===== src/design/synth_cal_pkg.sv =====
// Function
// center frequency number register, read/write, reset zero
// band select bits 2:0, upper bits read zero
// cf calibration start bit self-clears, at most 25 us
// software writes reserved bits 6:5 as 1,0
// expose cf tuning state in bits 4:0
// delay-cell calibration runs 10 us, then clears
// status bit 7 shows synthesizer lock
// auto filter tuning on entering transceiver-off
// software retunes filter about every 5 minutes
// filter tune start bit set-only, self-clears within 25 us
// channel number selects only while band is zero
// decode band steps and base frequencies
// cf start raises unlock, completion raises lock
// lock clears pending unlock, and vice versa
// running start bit reads one, no restart
package synth_cal_pkg;

    // register offsets on the serial register port
    localparam logic [5:0] ADDR_LOCK_STATUS = 6'h11;
    localparam logic [5:0] ADDR_CF_NUMBER   = 6'h13;
    localparam logic [5:0] ADDR_CF_BAND     = 6'h14;
    localparam logic [5:0] ADDR_FILTER_TUNE = 6'h18;
    localparam logic [5:0] ADDR_CF_CAL      = 6'h1A;
    localparam logic [5:0] ADDR_DELAY_CAL   = 6'h1B;

    // field positions
    localparam int GO_BIT   = 7;
    localparam int LOCK_BIT = 7;

    // reset values
    localparam logic [7:0] CF_NUMBER_RESET   = 8'h00;
    localparam logic [2:0] BAND_RESET        = 3'h0;
    localparam logic [1:0] CF_RSVD_RESET     = 2'h2;
    localparam logic [4:0] CF_TUNE_RESET     = 5'h00;
    localparam logic [6:0] DELAY_RSVD_RESET  = 7'h40;
    localparam logic [6:0] FILTER_RSVD_RESET = 7'h50;
    localparam logic       STATUS_B6_RESET   = 1'b0;

    // calibration channel indices
    localparam int CH_CF     = 0;
    localparam int CH_DELAY  = 1;
    localparam int CH_FILTER = 2;
    localparam int NUM_CH    = 3;

    // timing
    localparam int CLK_MHZ          = 250;
    localparam int CF_CAL_MAX_US    = 25;
    localparam int DELAY_CAL_US     = 10;
    localparam int FILTER_TUNE_MAX_US = 25;
    localparam int CF_CAL_MAX_CYCLES    = CF_CAL_MAX_US * CLK_MHZ;
    localparam int DELAY_CAL_CYCLES     = DELAY_CAL_US * CLK_MHZ;
    localparam int FILTER_TUNE_MAX_CYCLES = FILTER_TUNE_MAX_US * CLK_MHZ;

    // band decode bases in 100 kHz units
    localparam logic [15:0] BASE_BAND1 = 16'd7690;
    localparam logic [15:0] BASE_BAND2 = 16'd8570;
    localparam logic [15:0] BASE_BAND3 = 16'd9030;
    localparam logic [15:0] BASE_BAND4 = 16'd7690;
    localparam logic [15:0] BASE_BAND5 = 16'd8330;
    localparam logic [15:0] COARSE_STEP = 16'd10;

    // calibration channel state, gray along idle -> run
    typedef enum logic [0:0] {
        CAL_IDLE = 1'b0,
        CAL_RUN  = 1'b1
    } cal_state_e;

endpackage


===== src/design/synth_channel_and_calibration_ctrl.sv =====
`timescale 1ns/1ps
module synth_channel_and_calibration_ctrl #(
    parameter int CF_CAL_MAX_CYCLES      = synth_cal_pkg::CF_CAL_MAX_CYCLES,
    parameter int FILTER_TUNE_MAX_CYCLES = synth_cal_pkg::FILTER_TUNE_MAX_CYCLES
) (
    input  wire logic       clock,
    input  wire logic       nrst,
    // register port
    input  wire logic [5:0] regAddr,
    input  wire logic [7:0] regWrData,
    input  wire logic       regWrite,
    input  wire logic       regRead,
    output logic      [7:0] regRdData,
    // analog handshakes
    input  wire logic       synthLock,
    input  wire logic [2:0] calDone,
    input  wire logic [4:0] cfTuneResult,
    input  wire logic       transceiverOffEntry,
    output logic      [2:0] calStart,
    output logic      [2:0] calBusy,
    // frequency selection
    output logic            useChannelNumber,
    output logic            freqValid,
    output logic     [15:0] synthFreq,
    // lock interrupt sources
    input  wire logic       lockIrqEnable,
    input  wire logic       unlockIrqEnable,
    input  wire logic       irqClear,
    output logic            lockPending,
    output logic            unlockPending
);

    ////////////////////////////////////////////////////////////////////////////
    // register storage
    logic [7:0] centerFreqIndex;          // center frequency number
    logic [7:0] next_centerFreqIndex;
    logic [2:0] bandSelect;               // band select field
    logic [2:0] next_bandSelect;
    logic [1:0] cfRsvd;                   // cf reserved bits 6:5
    logic [1:0] next_cfRsvd;
    logic [4:0] cfTuneState;              // present cf tuning state
    logic [4:0] next_cfTuneState;
    logic [6:0] delayRsvd;                // delay-cell reserved bits
    logic [6:0] next_delayRsvd;
    logic [6:0] filterRsvd;               // filter reserved bits
    logic [6:0] next_filterRsvd;
    logic       statusB6;                 // status reserved bit 6
    logic       next_statusB6;
    logic       lockPrev;                 // lock level one cycle ago
    logic [2:0] goReq;                    // per-channel start request
    logic [2:0] calFinish;                // per-channel completion pulse

    // write hits on each register
    logic wrNumber;
    logic wrBand;
    logic wrCfCal;
    logic wrDelay;
    logic wrFilter;
    logic wrStatus;

    assign wrNumber = regWrite && (regAddr == synth_cal_pkg::ADDR_CF_NUMBER);
    assign wrBand   = regWrite && (regAddr == synth_cal_pkg::ADDR_CF_BAND);
    assign wrCfCal  = regWrite && (regAddr == synth_cal_pkg::ADDR_CF_CAL);
    assign wrDelay  = regWrite && (regAddr == synth_cal_pkg::ADDR_DELAY_CAL);
    assign wrFilter = regWrite && (regAddr == synth_cal_pkg::ADDR_FILTER_TUNE);
    assign wrStatus = regWrite && (regAddr == synth_cal_pkg::ADDR_LOCK_STATUS);

    // start requests: writing one to a go bit, or auto filter tuning
    assign goReq[synth_cal_pkg::CH_CF]     = wrCfCal && regWrData[synth_cal_pkg::GO_BIT];
    assign goReq[synth_cal_pkg::CH_DELAY]  = wrDelay && regWrData[synth_cal_pkg::GO_BIT];
    assign goReq[synth_cal_pkg::CH_FILTER] = (wrFilter && regWrData[synth_cal_pkg::GO_BIT])
                                           || transceiverOffEntry;

    // next values of the stored fields
    always_comb begin
        next_centerFreqIndex = centerFreqIndex;
        next_bandSelect      = bandSelect;
        next_cfRsvd          = cfRsvd;
        next_cfTuneState     = cfTuneState;
        next_delayRsvd       = delayRsvd;
        next_filterRsvd      = filterRsvd;
        next_statusB6        = statusB6;
        if (wrNumber) begin
            next_centerFreqIndex = regWrData;
        end
        if (wrBand) begin
            next_bandSelect = regWrData[2:0];
        end
        if (wrCfCal) begin
            next_cfRsvd      = regWrData[6:5];
            next_cfTuneState = regWrData[4:0];
        end
        // calibration result overrides a same-cycle write
        if (calFinish[synth_cal_pkg::CH_CF]) begin
            next_cfTuneState = cfTuneResult;
        end
        if (wrDelay) begin
            next_delayRsvd = regWrData[6:0];
        end
        if (wrFilter) begin
            next_filterRsvd = regWrData[6:0];
        end
        if (wrStatus) begin
            next_statusB6 = regWrData[6];
        end
    end

    // register the stored fields
    always_ff @(posedge clock) begin
        if (!nrst) begin
            centerFreqIndex <= synth_cal_pkg::CF_NUMBER_RESET;
            bandSelect      <= synth_cal_pkg::BAND_RESET;
            cfRsvd          <= synth_cal_pkg::CF_RSVD_RESET;
            cfTuneState     <= synth_cal_pkg::CF_TUNE_RESET;
            delayRsvd       <= synth_cal_pkg::DELAY_RSVD_RESET;
            filterRsvd      <= synth_cal_pkg::FILTER_RSVD_RESET;
            statusB6        <= synth_cal_pkg::STATUS_B6_RESET;
            // follow the pin in reset so a locked synth gives no false edge
            lockPrev        <= synthLock;
        end else begin
            centerFreqIndex <= next_centerFreqIndex;
            bandSelect      <= next_bandSelect;
            cfRsvd          <= next_cfRsvd;
            cfTuneState     <= next_cfTuneState;
            delayRsvd       <= next_delayRsvd;
            filterRsvd      <= next_filterRsvd;
            statusB6        <= next_statusB6;
            lockPrev        <= synthLock;
        end
    end

    ////////////////////////////////////////////////////////////////////////////
    // calibration channels: cf, delay cell, filter
    genvar ch;
    generate
        for (ch = 0; ch < synth_cal_pkg::NUM_CH; ch++) begin : g_cal
            localparam int LIMIT = (ch == synth_cal_pkg::CH_CF)    ? CF_CAL_MAX_CYCLES :
                                   (ch == synth_cal_pkg::CH_DELAY) ? synth_cal_pkg::DELAY_CAL_CYCLES :
                                                                     FILTER_TUNE_MAX_CYCLES;
            localparam logic [15:0] LAST = 16'(LIMIT - 1);
            synth_cal_pkg::cal_state_e state;
            synth_cal_pkg::cal_state_e next_state;
            logic [15:0]               count;        // cycles spent in the run
            logic [15:0]               next_count;
            logic                      next_start;
            logic                      endNow;

            // delay cell runs a fixed time; others end on done or timeout
            assign endNow = (count == LAST)
                          || (calDone[ch] && (ch != synth_cal_pkg::CH_DELAY));
            assign calFinish[ch] = (state == synth_cal_pkg::CAL_RUN) && endNow;

            // sequence one calibration run
            always_comb begin
                next_state = state;
                next_count = count;
                next_start = 1'b0;
                case (state)
                    synth_cal_pkg::CAL_IDLE: begin
                        if (goReq[ch]) begin
                            next_state = synth_cal_pkg::CAL_RUN;
                            next_count = 16'h0000;
                            next_start = 1'b1;
                        end
                    end
                    synth_cal_pkg::CAL_RUN: begin
                        // further go writes are ignored while running
                        if (endNow) begin
                            next_state = synth_cal_pkg::CAL_IDLE;
                        end else begin
                            next_count = count + 16'h0001;
                        end
                    end
                    default: begin
                        next_state = synth_cal_pkg::CAL_IDLE;
                    end
                endcase
            end

            // register the channel state
            always_ff @(posedge clock) begin
                if (!nrst) begin
                    state        <= synth_cal_pkg::CAL_IDLE;
                    count        <= 16'h0000;
                    calStart[ch] <= 1'b0;
                    calBusy[ch]  <= 1'b0;
                end else begin
                    state        <= next_state;
                    count        <= next_count;
                    calStart[ch] <= next_start;
                    calBusy[ch]  <= (next_state == synth_cal_pkg::CAL_RUN);
                end
            end
        end
    endgenerate

    ////////////////////////////////////////////////////////////////////////////
    // frequency selection decode
    logic        next_useChannelNumber;
    logic        next_freqValid;
    logic [15:0] next_synthFreq;
    logic [15:0] numberWide;

    assign numberWide = {8'h00, centerFreqIndex};

    // map band and number to 100 kHz units
    always_comb begin
        next_useChannelNumber = 1'b0;
        next_freqValid        = 1'b1;
        next_synthFreq        = 16'h0000;
        case (bandSelect)
            3'h0: next_useChannelNumber = 1'b1;
            3'h1: next_synthFreq = synth_cal_pkg::BASE_BAND1 + numberWide;
            3'h2: next_synthFreq = synth_cal_pkg::BASE_BAND2 + numberWide;
            3'h3: next_synthFreq = synth_cal_pkg::BASE_BAND3 + numberWide;
            3'h4: next_synthFreq = synth_cal_pkg::BASE_BAND4
                                 + 16'(numberWide * synth_cal_pkg::COARSE_STEP);
            3'h5: next_synthFreq = synth_cal_pkg::BASE_BAND5
                                 + 16'(numberWide * synth_cal_pkg::COARSE_STEP);
            default: next_freqValid = 1'b0;
        endcase
    end

    // register the decode
    always_ff @(posedge clock) begin
        if (!nrst) begin
            useChannelNumber <= 1'b1;
            freqValid        <= 1'b1;
            synthFreq        <= 16'h0000;
        end else begin
            useChannelNumber <= next_useChannelNumber;
            freqValid        <= next_freqValid;
            synthFreq        <= next_synthFreq;
        end
    end

    ////////////////////////////////////////////////////////////////////////////
    // lock and unlock interrupt sources
    logic lockEvent;
    logic unlockEvent;
    logic next_lockPending;
    logic next_unlockPending;

    // cf start drops lock, completion regains it
    assign lockEvent   = lockIrqEnable
                       && ((synthLock && !lockPrev) || calFinish[synth_cal_pkg::CH_CF]);
    assign unlockEvent = unlockIrqEnable && !lockEvent
                       && ((!synthLock && lockPrev) || calStart[synth_cal_pkg::CH_CF]);

    // each event clears the other pending flag; a set beats irqClear
    always_comb begin
        next_lockPending   = lockPending;
        next_unlockPending = unlockPending;
        if (irqClear) begin
            next_lockPending   = 1'b0;
            next_unlockPending = 1'b0;
        end
        if (lockEvent) begin
            next_lockPending   = 1'b1;
            next_unlockPending = 1'b0;
        end
        if (unlockEvent) begin
            next_unlockPending = 1'b1;
            next_lockPending   = 1'b0;
        end
    end

    // register pending flags
    always_ff @(posedge clock) begin
        if (!nrst) begin
            lockPending   <= 1'b0;
            unlockPending <= 1'b0;
        end else begin
            lockPending   <= next_lockPending;
            unlockPending <= next_unlockPending;
        end
    end

    ////////////////////////////////////////////////////////////////////////////
    // read data
    logic [7:0] next_regRdData;

    // address decode for reads; unmapped reads zero
    always_comb begin
        next_regRdData = regRdData;
        if (regRead) begin
            if (regAddr == synth_cal_pkg::ADDR_LOCK_STATUS) begin
                next_regRdData = {synthLock, statusB6, 6'h00};
            end else if (regAddr == synth_cal_pkg::ADDR_CF_NUMBER) begin
                next_regRdData = centerFreqIndex;
            end else if (regAddr == synth_cal_pkg::ADDR_CF_BAND) begin
                next_regRdData = {5'h00, bandSelect};
            end else if (regAddr == synth_cal_pkg::ADDR_FILTER_TUNE) begin
                next_regRdData = {calBusy[synth_cal_pkg::CH_FILTER], filterRsvd};
            end else if (regAddr == synth_cal_pkg::ADDR_CF_CAL) begin
                next_regRdData = {calBusy[synth_cal_pkg::CH_CF], cfRsvd, cfTuneState};
            end else if (regAddr == synth_cal_pkg::ADDR_DELAY_CAL) begin
                next_regRdData = {calBusy[synth_cal_pkg::CH_DELAY], delayRsvd};
            end else begin
                next_regRdData = 8'h00;
            end
        end
    end

    // register read data
    always_ff @(posedge clock) begin
        if (!nrst) begin
            regRdData <= 8'h00;
        end else begin
            regRdData <= next_regRdData;
        end
    end

endmodule


===== config.mk =====
export PLATFORM = sky130hd
export DESIGN_NAME = synth_channel_and_calibration_ctrl
export DESIGN_NICKNAME = d
export VERILOG_FILES = /design/src/design/synth_cal_pkg.sv /design/src/design/synth_channel_and_calibration_ctrl.sv
export SDC_FILE = /design/constraint.sdc
export NUM_CORES = 1
export LEC_CHECK = 0
export BUFFER_PORTS_ARGS = -buffer_cell sky130_fd_sc_hd__buf_2
export CORE_UTILIZATION = 53
export DETAILED_ROUTE_END_ITERATION = 8
export PLACE_DENSITY = 0.76
export SLEW_MARGIN = 20
export SYNTH_ARGS = -nofsm -noshare
export SYNTH_HDL_FRONTEND = slang
export SYNTH_SLANG_ARGS = --single-unit

===== constraint.sdc =====
create_clock -name clock -period 2.4 [get_ports clock]
set_input_delay 0.36 -clock clock [delete_from_list [all_inputs] [get_ports clock]]
set_output_delay 0.36 -clock clock [all_outputs]
set_load 0.01 [all_outputs]

==> reports/metrics.cfg <==
[yosys]
synthArstFlopShare=0
synth_area_per_cell_um2=8.23
ys_seq_elements=114
synthFlopType=dfxtp_1
yosysTopAreaCell=dfxtp_1
syn_inst=739
synth-edff-count=0
synthDistinctLibCells=70
synth.top_cell.area_share=0.375
synth_seq_area_share=0.375
synthTopCellsByArea=dfxtp_1, nor2_1, mux2i_1
synth.cell_area_um2=6080
ys_warn_count=0

[setup_path]
crit_type=reg2reg
critical-path-top-delay-family=adder cells
critPathSlowestCell=or3_4
cp_cell_sequence=ha_4, ha_4, fa_2, nand3_2, a21oi_4, or3_4, a2111oi_4, nor2_1, o21a_1
cp_max_fo=4
end_kind=flip-flop
r2r-start=centerFreqIndex[1]
crit_path_frequent_cell=ha_4
path_depth=9
cp_data_required_time_ns=2.71
cp_num_buf_inv=0
critPathMaxStageDelay_ns=0.41
r2r-end=synthFreq[13]
r2r_setup_slack_ns=-0.05
ff2ff_path_depth=9
crit_path_start_kind=flip-flop
cp.arrival_ns=2.76

[floorplanning]
fp.dieW_um=109
rows=38
core_um2=11000
chipHeight_um=109
io_pins=65
start_util=0.551
die-area_um2=11900

[global_route]
antenna_found_initial=0
use_met2=0.486
grt_util_all_layers=0.289
groute.layer.met1.usage=0.362
grt_first_pass_wirelength_mm=26.7
grt_max_degree=60
grt_pass1_vias=5466
grt_util_met3=0.0669
grt.busiest_layer=met2
grt.overflow.total=0

[min_path]
hold_end=lockPrev
min_from=synthLock
hold_depth=1
hp-class=in2reg

[route]
drc=0
wirelength_mm=16.0
via_count=5730
dr.first_iter.drc_count=443
wl_per_cell_um=16.3
vias_per_cell=5.85
antenna_left=0
drt_pre_antenna_iters=5

[sta]
max_freq_mhz=408
worstMarginPinSlew_ns=0.647
layout_setup_ws_ns=-0.0528
period_share=1.02
slew_viol_final=0
skew_ns=0.00670
min_period_ns=2.45
rsz0062_at_grt=yes
slew_headroom=0.569
hold_viol=0
report.final.setup_viol=4

[clocking]
cts_sinks=114
cts-hold-fix-buffers=0
clockBufferDepth=2
root_buffer=clkbuf_16
cts_tree=yes
h-tree-depth=4
clk_pin_slew_ns=0.05
cts_made_buffers=17
clk-insertion-delay-late_ns=0.42

[outcome]
violations=setup timing
status=complete, but fails checks

[power]
power_frac_clock=0.532
p_total_mw=4.51
powerDensity_nw_per_um2=594
intPower_mw=3.50
power_frac_seq=0.425
pwr-share-comb=0.043
power_leakage_nw=3.08
power.net_switching_mw=1.01
vdd.ir_drop.worst_mv=0.628
swShare=0.223

[final_layout]
area_growth_pct=24.9
final_cell_mix=nor2_1, dfxtp_1, buf_2
nets=878
post_route_cells_drive_above_1_share=0.241
final_common_cell=nor2_1
diodes=0

[placement]
gp_congestion=0.895
port_buffers=61
dpl.hpwl_mm=10.9
dp_slack_ns=-0.184

[run]
cap_violations=0

==> state kept, by name, summed over array words and instances, names as in the netlist, 2 cells and up <==
name / count
bandSelect: 3
calStart: 3
centerFreqIndex: 8
cfRsvd: 2
cfTuneState: 5
delayRsvd: 7
filterRsvd: 7
g_cal.count: 48
g_cal.state: 3
regRdData: 8
synthFreq: 14
==> power groups by stage <==
stage / clock network, mW / registers [mW] / logic, mW
after detailed placement: 0 / 1.96 / 0.189
after global placement: 0 / 1.95 / 0.184
after CTS: 2.43 / 1.91 / 0.193
after global routing: 2.53 / 1.91 / 0.212
final: 2.40 / 1.91 / 0.195
after floorplan: 0 / 1.96 / 0.103
==> kinds of logic after synthesis <==
kind of cell,count (synthesis),synth area share
and+or+nand+nor,313,0.253
AOI/OAI and AO/OA,138,0.146
DFF,114,0.375
buffers and inverters,64,0.0449
xor gates and xnor gates,51,0.0735
muxes,36,0.0613
adders and majority gates,22,0.0461
other,1,0.000617
==> stage by stage <==
step / instances / setup TNS, ns / instance area [um^2] / hold slack [ns] / util
after floorplan: 740 / 0 / 6190 / 0.388 / -
after global placement: 945 / -0.272 / 6840 / 0.454 / 0.620
after detailed placement: 945 / -0.774 / 6840 / 0.461 / 0.620
after CTS: 979 / -0.0851 / 7550 / 0.108 / 0.684
after global routing: 979 / -0.746 / 7590 / 0.102 / 0.689
final: 979 / -0.0744 / 7590 / 0.113 / 0.689
==> worst max-delay path by stage <==
| stage | to | slack [ns] | from |
|---|---|---|---|
| after floorplan | synthFreq[13] | 0.008 | centerFreqIndex[3] |
| after global placement | synthFreq[10] | -0.09 | centerFreqIndex[2] |
| after detailed placement | synthFreq[10] | -0.18 | centerFreqIndex[3] |
| after CTS | synthFreq[13] | -0.04 | centerFreqIndex[1] |
| after global routing | synthFreq[7] | -0.16 | centerFreqIndex[1] |
| final | synthFreq[13] | -0.05 | centerFreqIndex[1] |
==> cell usage after synthesis, types with 5 or more instances <==
master	count
nor3_1	13
nand3b_1	5
dfxtp_1	114
o21ai_0	21
and2_1	8
mux2i_1	26
clkbuf_1	29
mux2_2	10
and3_1	12
inv_1	17
a22oi_1	10
nand3_1	38
xor2_1	26
a211oi_1	10
nor2b_1	5
xnor2_1	25
nor2_1	119
buf_4	6
buf_1	8
nand4_1	16
a31oi_1	5
ha_1	20
nand2_1	54
a21oi_1	48
==> layout make-up <==
class | instances | area [um^2]
fillers | 840 | 3440
clock buffers | 23 | 488
flip-flops and latches | 114 | 2290
multi-input cells | 562 | 3790
well taps | 140 | 175
inverters | 18 | 67.6
clock inverters | 9 | 80.1
repair buffers | 113 | 703
==> timing repair <==
item | 4_1_cts | 5_1_grt
hold endpoints to repair | 0 | 0
setup buffers | 2 | 1
pin swaps | 11 | 12
setup endpoints to repair | 7 | 8
gates resized for setup | 20 | 8
==> layer usage <==
| layer | routed length [um] | part of all wire | up-vias |
|---|---|---|---|
| li1 | - | - | 2786 |
| met4 | 381 | 0.024 | 0 |
| met2 | 7890 | 0.49 | 216 |
| met5 | 0 | 0 | - |
| met1 | 6720 | 0.42 | 2691 |
| met3 | 1000 | 0.063 | 37 |
(Power assumes the default switching activity.)
